===== config.mk =====
export PLATFORM = sky130hd
export DESIGN_NAME = ipe_intc
export DESIGN_NICKNAME = d
export VERILOG_FILES = /design/src/verilog/ipe_pkg.sv /design/src/verilog/ipe_flag_bank.sv /design/src/verilog/ipe_intc.sv
export SDC_FILE = /design/constraint.sdc
export NUM_CORES = 1
export LEC_CHECK = 0
export ABC_AREA = 1
export BUFFER_PORTS_ARGS = -buffer_cell sky130_fd_sc_hd__buf_2
export CAP_MARGIN = 20
export CELL_PAD_IN_SITES_DETAIL_PLACEMENT = 2
export CELL_PAD_IN_SITES_GLOBAL_PLACEMENT = 2
export CORE_ASPECT_RATIO = 0.7
export CORE_MARGIN = 5
export CORE_UTILIZATION = 24
export DETAILED_ROUTE_END_ITERATION = 6
export GPL_TIMING_DRIVEN = 0
export HOLD_SLACK_MARGIN = 0.05
export PLACE_DENSITY = 0.8
export SYNTH_ARGS = -nofsm -noshare
export SYNTH_HDL_FRONTEND = slang
export SYNTH_HIERARCHICAL = 1
export SYNTH_SLANG_ARGS = --single-unit

===== constraint.sdc =====
create_clock -name clock -period 9.4 [get_ports clock]
set_input_delay 1.41 -clock clock [delete_from_list [all_inputs] [get_ports clock]]
set_output_delay 1.41 -clock clock [all_outputs]
set_load 0.01 [all_outputs]

===== src/verilog/ipe_pkg.sv =====
// Shared constants for the interrupt priority and enable register block
package ipe_pkg;

    // Bus geometry: each register takes one 32-bit word at four times its index
    localparam int MIN_ADR_W = 18;
    localparam int DATA_W = 32;

    // Register indices; byte address is the index shifted left by two
    localparam logic [15:0] IDX_PRIO_A = 16'hff20;
    localparam logic [15:0] IDX_PRIO_B = 16'hff21;
    localparam logic [15:0] IDX_TIMER_EN = 16'hff22;
    localparam logic [15:0] IDX_SERIAL_EN = 16'hff23;
    localparam logic [15:0] IDX_TIMER_FLAG = 16'hff26;
    localparam logic [15:0] IDX_SERIAL_FLAG = 16'hff27;
    localparam logic [15:0] IDX_IRQ_STATUS = 16'hff30;
    localparam logic [15:0] IDX_IRQ_CLEAR = 16'hff31;
    localparam logic [15:0] IDX_IRQ_ENABLE = 16'hff32;

    // Field positions in the first priority register
    localparam int KEY_PRIO_LSB = 6;
    localparam int SERIAL_A_PRIO_LSB = 4;
    localparam int STOPWATCH_PRIO_LSB = 2;
    localparam int CLOCK_TIMER_PRIO_LSB = 0;

    // Field positions in the second priority register
    localparam int PTM_HI_PRIO_LSB = 4;
    localparam int PTM_LO_PRIO_LSB = 2;
    localparam int SERIAL_B_PRIO_LSB = 0;

    // Register widths
    localparam int PRIO_A_W = 8;
    localparam int PRIO_B_W = 6;
    localparam int TIMER_W = 7;
    localparam int SERIAL_W = 6;
    localparam int N_SRC = TIMER_W + SERIAL_W;

    // Values after reset
    localparam logic [PRIO_A_W-1:0] PRIO_A_RST = 8'h00;
    localparam logic [PRIO_B_W-1:0] PRIO_B_RST = 6'h00;
    localparam logic [TIMER_W-1:0] TIMER_EN_RST = 7'h00;
    localparam logic [SERIAL_W-1:0] SERIAL_EN_RST = 6'h00;
    localparam logic [N_SRC-1:0] FLAG_RST = 13'h0000;
    localparam logic [N_SRC-1:0] IRQ_ENABLE_RST = 13'h0000;

    // Source positions in the joined flag vector (timer flags low, serial high)
    localparam int SRC_CLOCK_TIMER_LSB = 0;
    localparam int SRC_STOPWATCH_LSB = 4;
    localparam int SRC_SERIAL_A_LSB = 7;
    localparam int SRC_SERIAL_B_LSB = 10;

    // Priority levels, field value equals level
    localparam logic [1:0] LEVEL0 = 2'h0;
    localparam logic [1:0] LEVEL3 = 2'h3;

    // Source groups as reported to the core; order is also the tie order
    typedef enum logic [1:0] {
        GRP_STOPWATCH,
        GRP_CLOCK_TIMER,
        GRP_SERIAL_A,
        GRP_SERIAL_B
    } ipe_group_e;

endpackage


===== src/verilog/ipe_flag_bank.sv =====
// Sticky event flags: hardware sets, software clears by writing one
`timescale 1ns/1ps
module ipe_flag_bank #(
    parameter int WIDTH = ipe_pkg::N_SRC
) (
    input wire logic clock,
    input wire logic rst,
    input wire logic [WIDTH-1:0] set,
    input wire logic [WIDTH-1:0] clear,
    output logic [WIDTH-1:0] flag
);

    // Width check at elaboration
    if (WIDTH < 1) begin : g_bad_width
        $error("ipe_flag_bank needs at least one flag");
    end

    // One flop per flag; set beats clear so no event is lost
    for (genvar i = 0; i < WIDTH; i++) begin : g_flag
        always_ff @(posedge clock or posedge rst) begin
            if (rst) begin
                flag[i] <= 1'b0;
            end else if (set[i]) begin
                flag[i] <= 1'b1; // RULE8
            end else if (clear[i]) begin
                flag[i] <= 1'b0; // RULE8
            end
        end

        property p_flag_set;
            @(posedge clock) disable iff (rst)
            set[i] |=> flag[i];
        endproperty
        a_flag_set: assert property (p_flag_set) else $error("Flag missed its event"); // RULE8

        property p_flag_clear;
            @(posedge clock) disable iff (rst)
            (clear[i] && !set[i]) |=> !flag[i];
        endproperty
        a_flag_clear: assert property (p_flag_clear) else $error("Flag not cleared by write of one"); // RULE8

        property p_flag_hold;
            @(posedge clock) disable iff (rst)
            (!clear[i] && !set[i]) |=> (flag[i] == $past(flag[i]));
        endproperty
        a_flag_hold: assert property (p_flag_hold) else $error("Flag changed without cause"); // RULE8
    end

endmodule


===== src/verilog/ipe_intc.sv =====
// Interrupt priority, enable and factor flag registers with core request output
//
// Operation
// RULE1 - First priority register: key 7:6, serial A 5:4, stopwatch 3:2, clock timer 1:0.
// RULE2 - Second priority register: timers 3-2 at 5:4, timers 1-0 at 3:2, serial B 1:0.
// RULE3 - Each two-bit field is the priority level itself, 0 to 3.
// RULE4 - Stopwatch 100, 10, 1 Hz enables in bits 6:4, one permits, reset zero.
// RULE5 - Clock timer 32, 8, 2, 1 Hz enables in bits 3:0, reset zero.
// RULE6 - Serial B error enable bit 5, receive enable bit 4.
// RULE7 - Serial B transmit bit 3, serial A error, receive, transmit bits 2:0.
// RULE8 - Factor flags read one after their event; writing one clears, zero holds.
// RULE9 - Request the core only for flagged and enabled sources, carrying their level.
//
// Design decision made here: the Wishbone slave port.
`timescale 1ns/1ps
module ipe_intc #(
    parameter int ADR_W = ipe_pkg::MIN_ADR_W
) (
    input wire logic clock,
    input wire logic rst,
    input wire logic wb_cyc_i,
    input wire logic wb_stb_i,
    input wire logic wb_we_i,
    input wire logic [ADR_W-1:0] wb_adr_i,
    input wire logic [3:0] wb_sel_i,
    input wire logic [ipe_pkg::DATA_W-1:0] wb_dat_i,
    output logic [ipe_pkg::DATA_W-1:0] wb_dat_o,
    output logic wb_ack_o,
    input wire logic [ipe_pkg::TIMER_W-1:0] timer_evt,
    input wire logic [ipe_pkg::SERIAL_W-1:0] serial_evt,
    output logic cpu_irq_req,
    output logic [1:0] cpu_irq_level,
    output logic [1:0] cpu_irq_group,
    output logic irq,
    output logic [1:0] key_input_priority,
    output logic [1:0] prog_timer_hi_pair_priority,
    output logic [1:0] prog_timer_lo_pair_priority
);

    // Address width must reach the register indices
    if (ADR_W < ipe_pkg::MIN_ADR_W) begin : g_bad_adr
        $error("ipe_intc needs an address of at least 18 bits");
    end

    // Register storage
    logic [ipe_pkg::PRIO_A_W-1:0] interrupt_priority_a;
    logic [ipe_pkg::PRIO_B_W-1:0] interrupt_priority_b;
    logic [ipe_pkg::TIMER_W-1:0] timer_interrupt_enable;
    logic [ipe_pkg::SERIAL_W-1:0] serial_interrupt_enable;
    logic [ipe_pkg::N_SRC-1:0] irq_enable;
    logic [ipe_pkg::N_SRC-1:0] flags;

    // Bus decode
    logic bus_req;
    logic [15:0] reg_idx;
    logic wr_commit;
    logic wr_lo;
    logic wr_hi;
    logic [ipe_pkg::DATA_W-1:0] rd_mux;

    // Flag control and request selection
    logic [ipe_pkg::N_SRC-1:0] flag_set;
    logic [ipe_pkg::N_SRC-1:0] flag_clear;
    logic [ipe_pkg::N_SRC-1:0] src_enable;
    logic [ipe_pkg::N_SRC-1:0] pending;
    logic [3:0] grp_pend;
    logic [1:0] grp_level [4];
    logic next_req;
    logic [1:0] next_level;
    logic [1:0] next_group;

    // Upper address bits above the index are not decoded, so the map aliases
    assign bus_req = wb_cyc_i & wb_stb_i;
    assign reg_idx = wb_adr_i[17:2];

    // A write lands on the edge where the master sees ack, never earlier
    assign wr_commit = bus_req & wb_ack_o & wb_we_i;
    assign wr_lo = wr_commit & wb_sel_i[0];
    assign wr_hi = wr_commit & wb_sel_i[1];

    // Ack one cycle after the request, dropped the cycle after
    always_ff @(posedge clock or posedge rst) begin
        if (rst) begin
            wb_ack_o <= 1'b0;
        end else begin
            wb_ack_o <= bus_req & ~wb_ack_o;
        end
    end

    // Read data registered together with ack; zero outside a read
    always_ff @(posedge clock or posedge rst) begin
        if (rst) begin
            wb_dat_o <= 32'h0000_0000;
        end else if (bus_req && !wb_ack_o && !wb_we_i) begin
            wb_dat_o <= rd_mux;
        end else begin
            wb_dat_o <= 32'h0000_0000;
        end
    end

    // Read multiplexer; reserved bits and unmapped words read as zero
    always_comb begin
        rd_mux = 32'h0000_0000;
        case (reg_idx)
            ipe_pkg::IDX_PRIO_A: begin
                rd_mux[ipe_pkg::PRIO_A_W-1:0] = interrupt_priority_a; // RULE1
            end
            ipe_pkg::IDX_PRIO_B: begin
                rd_mux[ipe_pkg::PRIO_B_W-1:0] = interrupt_priority_b; // RULE2
            end
            ipe_pkg::IDX_TIMER_EN: begin
                rd_mux[ipe_pkg::TIMER_W-1:0] = timer_interrupt_enable;
            end
            ipe_pkg::IDX_SERIAL_EN: begin
                rd_mux[ipe_pkg::SERIAL_W-1:0] = serial_interrupt_enable;
            end
            ipe_pkg::IDX_TIMER_FLAG: begin
                rd_mux[ipe_pkg::TIMER_W-1:0] = flags[ipe_pkg::TIMER_W-1:0]; // RULE8
            end
            ipe_pkg::IDX_SERIAL_FLAG: begin
                rd_mux[ipe_pkg::SERIAL_W-1:0] = flags[ipe_pkg::N_SRC-1:ipe_pkg::TIMER_W]; // RULE8
            end
            ipe_pkg::IDX_IRQ_STATUS: begin
                rd_mux[ipe_pkg::N_SRC-1:0] = flags;
            end
            ipe_pkg::IDX_IRQ_ENABLE: begin
                rd_mux[ipe_pkg::N_SRC-1:0] = irq_enable;
            end
            default: begin
                rd_mux = 32'h0000_0000;
            end
        endcase
    end

    // First priority register, all four fields in byte lane 0
    always_ff @(posedge clock or posedge rst) begin
        if (rst) begin
            interrupt_priority_a <= ipe_pkg::PRIO_A_RST; // RULE1
        end else if (wr_lo && reg_idx == ipe_pkg::IDX_PRIO_A) begin
            interrupt_priority_a <= wb_dat_i[ipe_pkg::PRIO_A_W-1:0]; // RULE1
        end
    end

    // Second priority register, top two bits reserved
    always_ff @(posedge clock or posedge rst) begin
        if (rst) begin
            interrupt_priority_b <= ipe_pkg::PRIO_B_RST; // RULE2
        end else if (wr_lo && reg_idx == ipe_pkg::IDX_PRIO_B) begin
            interrupt_priority_b <= wb_dat_i[ipe_pkg::PRIO_B_W-1:0]; // RULE2
        end
    end

    // Timer enables: stopwatch in 6:4, clock timer in 3:0
    always_ff @(posedge clock or posedge rst) begin
        if (rst) begin
            timer_interrupt_enable <= ipe_pkg::TIMER_EN_RST; // RULE4 RULE5
        end else if (wr_lo && reg_idx == ipe_pkg::IDX_TIMER_EN) begin
            timer_interrupt_enable <= wb_dat_i[ipe_pkg::TIMER_W-1:0]; // RULE4 RULE5
        end
    end

    // Serial enables: serial B in 5:3, serial A in 2:0
    always_ff @(posedge clock or posedge rst) begin
        if (rst) begin
            serial_interrupt_enable <= ipe_pkg::SERIAL_EN_RST; // RULE7
        end else if (wr_lo && reg_idx == ipe_pkg::IDX_SERIAL_EN) begin
            serial_interrupt_enable <= wb_dat_i[ipe_pkg::SERIAL_W-1:0]; // RULE6 RULE7
        end
    end

    // Line enable for the interrupt output, split over two byte lanes
    always_ff @(posedge clock or posedge rst) begin
        if (rst) begin
            irq_enable <= ipe_pkg::IRQ_ENABLE_RST;
        end else if (reg_idx == ipe_pkg::IDX_IRQ_ENABLE) begin
            if (wr_lo) begin
                irq_enable[7:0] <= wb_dat_i[7:0];
            end
            if (wr_hi) begin
                irq_enable[ipe_pkg::N_SRC-1:8] <= wb_dat_i[ipe_pkg::N_SRC-1:8];
            end
        end
    end

    // Clear by writing one to a flag word or to the clear register
    always_comb begin
        flag_clear = '0;
        if (wr_lo && reg_idx == ipe_pkg::IDX_TIMER_FLAG) begin
            flag_clear[ipe_pkg::TIMER_W-1:0] = wb_dat_i[ipe_pkg::TIMER_W-1:0]; // RULE8
        end
        if (wr_lo && reg_idx == ipe_pkg::IDX_SERIAL_FLAG) begin
            flag_clear[ipe_pkg::N_SRC-1:ipe_pkg::TIMER_W] = wb_dat_i[ipe_pkg::SERIAL_W-1:0]; // RULE8
        end
        if (wr_lo && reg_idx == ipe_pkg::IDX_IRQ_CLEAR) begin
            flag_clear[7:0] = wb_dat_i[7:0];
        end
        if (wr_hi && reg_idx == ipe_pkg::IDX_IRQ_CLEAR) begin
            flag_clear[ipe_pkg::N_SRC-1:8] = wb_dat_i[ipe_pkg::N_SRC-1:8];
        end
    end

    // Events arrive on this clock, so no synchroniser is needed
    assign flag_set = {serial_evt, timer_evt};

    ipe_flag_bank #(
        .WIDTH(ipe_pkg::N_SRC)
    ) u_flags (
        .clock(clock),
        .rst(rst),
        .set(flag_set),
        .clear(flag_clear),
        .flag(flags)
    );

    // Only a flag with its enable bit may raise a request
    assign src_enable = {serial_interrupt_enable, timer_interrupt_enable};
    assign pending = flags & src_enable; // RULE9

    // Collapse per-source pending into the four prioritised groups
    assign grp_pend[0] = |pending[ipe_pkg::SRC_STOPWATCH_LSB +: 3];
    assign grp_pend[1] = |pending[ipe_pkg::SRC_CLOCK_TIMER_LSB +: 4];
    assign grp_pend[2] = |pending[ipe_pkg::SRC_SERIAL_A_LSB +: 3];
    assign grp_pend[3] = |pending[ipe_pkg::SRC_SERIAL_B_LSB +: 3];

    // Field value is the level itself, no remapping
    assign grp_level[0] = interrupt_priority_a[ipe_pkg::STOPWATCH_PRIO_LSB +: 2]; // RULE3
    assign grp_level[1] = interrupt_priority_a[ipe_pkg::CLOCK_TIMER_PRIO_LSB +: 2]; // RULE3
    assign grp_level[2] = interrupt_priority_a[ipe_pkg::SERIAL_A_PRIO_LSB +: 2]; // RULE3
    assign grp_level[3] = interrupt_priority_b[ipe_pkg::SERIAL_B_PRIO_LSB +: 2]; // RULE3

    // Highest level wins; equal levels go to the lower group number
    always_comb begin
        next_req = 1'b0;
        next_level = ipe_pkg::LEVEL0;
        next_group = 2'h0;
        for (int g = 0; g < 4; g++) begin
            if (grp_pend[g] && (!next_req || grp_level[g] > next_level)) begin
                next_req = 1'b1; // RULE9
                next_level = grp_level[g]; // RULE9
                next_group = 2'(g);
            end
        end
    end

    // Request to the core, registered so it is glitch free
    always_ff @(posedge clock or posedge rst) begin
        if (rst) begin
            cpu_irq_req <= 1'b0;
            cpu_irq_level <= ipe_pkg::LEVEL0;
            cpu_irq_group <= 2'h0;
        end else begin
            cpu_irq_req <= next_req; // RULE9
            cpu_irq_level <= next_level; // RULE9
            cpu_irq_group <= next_group;
        end
    end

    // Level interrupt line gated by its own enable register
    always_ff @(posedge clock or posedge rst) begin
        if (rst) begin
            irq <= 1'b0;
        end else begin
            irq <= |(flags & irq_enable);
        end
    end

    // Priority fields of sources handled elsewhere, passed out registered
    always_ff @(posedge clock or posedge rst) begin
        if (rst) begin
            key_input_priority <= ipe_pkg::LEVEL0;
            prog_timer_hi_pair_priority <= ipe_pkg::LEVEL0;
            prog_timer_lo_pair_priority <= ipe_pkg::LEVEL0;
        end else begin
            key_input_priority <= interrupt_priority_a[ipe_pkg::KEY_PRIO_LSB +: 2]; // RULE1
            prog_timer_hi_pair_priority <= interrupt_priority_b[ipe_pkg::PTM_HI_PRIO_LSB +: 2]; // RULE2
            prog_timer_lo_pair_priority <= interrupt_priority_b[ipe_pkg::PTM_LO_PRIO_LSB +: 2]; // RULE2
        end
    end

    // Checks on the register map and the core request
    property p_prio_a_write;
        @(posedge clock) disable iff (rst)
        (wr_lo && reg_idx == ipe_pkg::IDX_PRIO_A) |=> ##1 (key_input_priority == $past(wb_dat_i[7:6], 2));
    endproperty
    a_prio_a_write: assert property (p_prio_a_write) else $error("Key priority field not stored"); // RULE1

    property p_prio_b_write;
        @(posedge clock) disable iff (rst)
        (wr_lo && reg_idx == ipe_pkg::IDX_PRIO_B) |=> ##1
            (prog_timer_lo_pair_priority == $past(wb_dat_i[3:2], 2));
    endproperty
    a_prio_b_write: assert property (p_prio_b_write) else $error("Timer pair priority not stored"); // RULE2

    property p_level_direct;
        @(posedge clock) disable iff (rst)
        (next_req && next_group == 2'(ipe_pkg::GRP_SERIAL_B)) |=>
            (cpu_irq_level == $past(interrupt_priority_b[1:0]));
    endproperty
    a_level_direct: assert property (p_level_direct) else $error("Request level differs from field"); // RULE3

    property p_top_level;
        @(posedge clock) disable iff (rst)
        (grp_pend[0] && grp_level[0] == ipe_pkg::LEVEL3) |=> (cpu_irq_req && cpu_irq_level == ipe_pkg::LEVEL3);
    endproperty
    a_top_level: assert property (p_top_level) else $error("Level three request lost"); // RULE3

    property p_stopwatch_en;
        @(posedge clock) disable iff (rst)
        (wr_lo && reg_idx == ipe_pkg::IDX_TIMER_EN) |=> (timer_interrupt_enable[6:4] == $past(wb_dat_i[6:4]));
    endproperty
    a_stopwatch_en: assert property (p_stopwatch_en) else $error("Stopwatch enables not stored"); // RULE4

    property p_clock_timer_block;
        @(posedge clock) disable iff (rst)
        (timer_interrupt_enable[3:0] == 4'h0 && serial_interrupt_enable == 6'h00
            && timer_interrupt_enable[6:4] == 3'h0) |=> !cpu_irq_req;
    endproperty
    a_clock_timer_block: assert property (p_clock_timer_block) else $error("Request with all enables off"); // RULE5

    property p_serial_b_en;
        @(posedge clock) disable iff (rst)
        (wr_lo && reg_idx == ipe_pkg::IDX_SERIAL_EN) |=> (serial_interrupt_enable[5:4] == $past(wb_dat_i[5:4]));
    endproperty
    a_serial_b_en: assert property (p_serial_b_en) else $error("Serial B enables not stored"); // RULE6

    property p_serial_rest_en;
        @(posedge clock) disable iff (rst)
        (wr_lo && reg_idx == ipe_pkg::IDX_SERIAL_EN) |=> (serial_interrupt_enable[3:0] == $past(wb_dat_i[3:0]));
    endproperty
    a_serial_rest_en: assert property (p_serial_rest_en) else $error("Serial transmit enables not stored"); // RULE7

    property p_flag_readback;
        @(posedge clock) disable iff (rst)
        (bus_req && !wb_we_i && !wb_ack_o && reg_idx == ipe_pkg::IDX_TIMER_FLAG && flags[6]) |=>
            (wb_ack_o && wb_dat_o[6]);
    endproperty
    a_flag_readback: assert property (p_flag_readback) else $error("Flag not seen on read"); // RULE8

    property p_req_needs_enable;
        @(posedge clock) disable iff (rst)
        (pending == '0) |=> !cpu_irq_req;
    endproperty
    a_req_needs_enable: assert property (p_req_needs_enable) else $error("Request without enabled flag"); // RULE9

    property p_req_follows;
        @(posedge clock) disable iff (rst)
        (pending != '0) |=> cpu_irq_req;
    endproperty
    a_req_follows: assert property (p_req_follows) else $error("Enabled flag gave no request"); // RULE9

    property p_ack_single;
        @(posedge clock) disable iff (rst)
        wb_ack_o |=> !wb_ack_o;
    endproperty
    a_ack_single: assert property (p_ack_single) else $error("Ack held two cycles");

endmodule


==> metrics.md <==
| Metric | Value |
|---|---|
| Via count | roughly 4.2k |
| Rows | 40 |
| GRT Overall Usage | between 10% and 20% |
| Crit Reg-Reg Startpoint | u_flags/flag[6] |
| Bufs and invs on worst path | 4 |
| Net Switching | between 150 and 200 uW |
| Vias in the first global route | between 4k and 5k |
| Cell count after synthesis | between 500 and 600 |
| Hold EP | prog_timer_lo_pair_priority[0] |
| Layout cells sized above 1 | 21.4% |
| Combinational share of power | under 10% |
| Power Internal | ~580 uW |
| DIE AREA | just over 20,000 sq um |
| Die width | approximately 170 um |
| GRT busiest layer | met2 |
| Port buffer count | 74 |
| Worst-Margin Slew | 755 ps |
| DRC viols | 0 |
| Max-cap viol count | 0 |
| Min cycle time layout | around 4200 ps |
| TritonCTS clock tree | built |
| RSZ-0062 raised after global routing | no |
| Lkg Pwr | roughly 0.0029 uW |
| Arrival time worst endpoint | between 4000 and 5000 ps |
| Critical Path Slowest Stage Cell | dfrtp_1 |
| CP Class | reg -> reg |
| Fmax | 241 MHz |
| Clock-pin slew of the registers on the worst-case setup and hold paths | 70 ps |
| CP endpoint kind | register |
| DRT Pass-1 Iters | 4 |
| Die Span Y | approximately 120 um |
| Pwr Total | 765 uW |
| Setup_tns | 0 ps |
| Finish-stage setup viols | 0 |
| Core Region | between 15,000 and 20,000 sq um |
| YS warnings | 6 |
| Post-CTS Repair Setup Buffers | 0 |
| HP Class | reg -> reg |
| Power share of the clock group | between 40% and 50% |
| Skew-Pair Late Insertion Delay | between 300 and 400 ps |
| Pins Over Slew Limit | 0 |
| Fin Clk Skew | roughly 9.5 ps |
| Delay-heaviest family, CP | simple AND/OR/NAND/NOR gates |
| Worst vdd ir | 0.0690 mV |
| Hold_buf cts | 0 |
| Reg2reg path depth | 27 |
| Met2 Track Usage GR | roughly 28% |
| Clock Tree Root | clkbuf_16 |
| Worst setup SP type | register |
| Initial Util | between 20% and 30% |
| Worst reg2reg path endpoint | cpu_irq_level[1] |
| Pwr/cell area | ~140 nW/um^2 |
| Worst hold path stage count | 0 |
| GPL Wtd Cong | between 0.9 and 1 |
| Gr ovfl total | 0 |
| Total CTS buffers | 9 |
| Ports | 117 |
| Post-Place Cell Area | between 5000 and 6000 sq um |
| Initial antenna violation count | 0 |
| Largest net degree at the start of global routing | 35 |
| Htree depth | 3 |
| Layout Nets | 747 |
| Final Hold Vio Count | 0 |
| Met3 usage | under 10% |
| Vias per cell | roughly 4.6 |
| Met1 GRT Util | 21.1% |
| Synth Register Bits | 79 |
| WL/cell | 18.0 um |
| Area Growth Syn to Fin | 25.0% |
| Yosys cell types | 32 |
| Critical path peak fanout | 5 |
| Status | finished clean |
| Maximum buffer depth of the clock tree | 2 |
| First-pass GRT wire length | 25.6 mm |
| Post-synthesis sequential area ratio | 46.3% |
| Clock sink count | 79 |
| Slew headroom | 49.6% |
| Hold wc startpoint | interrupt_priority_b[2] |
| Mean Syn Cell Area | roughly 7.6 sq um |
| Max incr delay on CP | 450 ps |
| Final core occ | between 30% and 40% |
| Final Cycle Share | roughly 44% |
| R2R setup slack | 5240 ps |
| Final WL | 16.3 mm |
| Sequential Power Share | between 40% and 50% |
| Drt first-iter violations | approximately 250 |
| Post-cts resize count | 0 |
| Worst Path Required | about 9600 ps |
| Cell area after synthesis | 4270 sq um |
| Switching part of the total | 23.6% |
| Routed Antenna Nets | 0 |
| Placed wire-length estimate | approximately 13 mm |
| Final instance area | ~5300 sq um |
| Critical path's most frequent cell | nand2_1 |
| Ant. Diodes | 0 |
-- worst max-delay path by stage --
stage                    startpoint               end  slack, ps  cells after the start
floorplan           u_flags/flag[6]  cpu_irq_level[0]       6110                     26
global placement                rst       wb_dat_o[2]       5470                      2
detailed placement  u_flags/flag[6]  cpu_irq_level[0]       5270                     26
CTS                 u_flags/flag[6]  cpu_irq_level[1]       5220                     27
global route        u_flags/flag[6]  cpu_irq_level[1]       4790                     28
finish              u_flags/flag[6]  cpu_irq_level[1]       5240                     27
-- registers in the layout, summed over array words and instances, names as in the netlist --
| signal | flops |
|---|---|
| interrupt_priority_b | 6 |
| serial_interrupt_enable | 6 |
| prog_timer_hi_pair_priority | 2 |
| u_flags/flag | 13 |
| wb_dat_o | 13 |
| irq_enable | 13 |
| cpu_irq_group | 2 |
| cpu_irq_req | 1 |
| key_input_priority | 2 |
| wb_ack_o | 1 |
| cpu_irq_level | 2 |
| timer_interrupt_enable | 7 |
| interrupt_priority_a | 8 |
| prog_timer_lo_pair_priority | 2 |
| irq | 1 |
-- power by group through the flow --
stage | Combinational, uW | Sequential [uW] | Clock, uW
after global placement | 45.5 | 347 | 0
after floorplan | 25.9 | 347 | 0
after detailed placement | 48.9 | 347 | 0
after global routing | 54.5 | 340 | 399
final | 48.4 | 340 | 376
after CTS | 49.2 | 340 | 385
-- per-layer routing --
metal  routed length, um  part of all wire [%]
met5                   0                     0
met4                 161                  0.99
met3                 778                   4.8
met2                7710                    47
met1                7610                    47
-- Yosys cell counts (all sizes together) --
library cell | n | area [sq um]
nand2 | 181 | 694
inv | 84 | 315
dfrtp | 79 | 1980
nand3 | 47 | 235
nor2 | 47 | 209
o21ai | 46 | 260
buf | 29 | 201
nand4 | 16 | 100
a21oi | 8 | 40.0
ha | 6 | 75.1
nor3 | 5 | 47.5
o22ai | 5 | 31.3
a221oi | 2 | 17.5
and2 | 2 | 12.5
clkbuf | 2 | 7.51
a22o | 1 | 8.76
conb | 1 | 3.75
nand3b | 1 | 7.51
nor3b | 1 | 7.51
o32ai | 1 | 8.76
or2 | 1 | 6.26
-- worst register-to-register path, cell delays in order (launching register included) --
cell and delay [ps]:
dfrtp_1 450, nand2_1 90, nand3_1 220, nand2_1 120, ha_1 320, inv_1 50
nor2_1 120, o21ai_0 100, nand2_1 80, nand2_1 120, inv_1 100, nand2_1 70
and2_1 150, ha_1 280, inv_1 60, nor2_1 30, o21ai_0 140, nand2_1 70
nand2_1 140, nand3_1 140, and2_1 180, ha_1 270, nand2_1 70, o21ai_0 100
a21oi_1 250, inv_1 130, nand3_1 120, nand2_1 60
-- cells in the final DEF (no fill, tap or decap), types with 9 or more instances in the layout --
| master | count |
|---|---|
| inv_1 | 80 |
| o21ai_0 | 31 |
| conb_1 | 19 |
| buf_4 | 21 |
| nand2_1 | 177 |
| buf_2 | 79 |
| nor2_1 | 40 |
| clkbuf_16 | 9 |
| nand4_1 | 16 |
| nand3_1 | 47 |
| dfrtp_1 | 79 |
-- through the flow --
step | worst slack (ps) | hold slack [ps] | instances
2_1_floorplan | 6110 | 374 | 583
3_3_place_gp | 5470 | 403 | 888
3_5_place_dp | 5270 | 394 | 889
4_1_cts | 5220 | 408 | 905
5_1_grt | 4790 | 427 | 905
6_report | 5240 | 406 | 905
-- cells by family (layout without fill, tap and decap cells) --
kind of cell	after synthesis	after routing	synth area share, %
AND/OR/NAND/NOR	301	301	30.9
buffers and inverters	115	206	12.3
flip-flops	79	79	46.3
AO/OA/AOI/OAI	63	63	8.59
adder cells (fa/ha/maj)	6	6	1.76
other	1	19	0.0879
-- cell type report --
type,count,area (sq um)
flip-flops and latches,79,1980
clock inverters,4,51.3
inverters,84,315
plain buffers,31,209
repair buffers,75,390
fillers,2098,12000
clock buffers,12,267
multi-input cells,389,1830
well taps,231,289
Power figures use the tool's default switching activity.
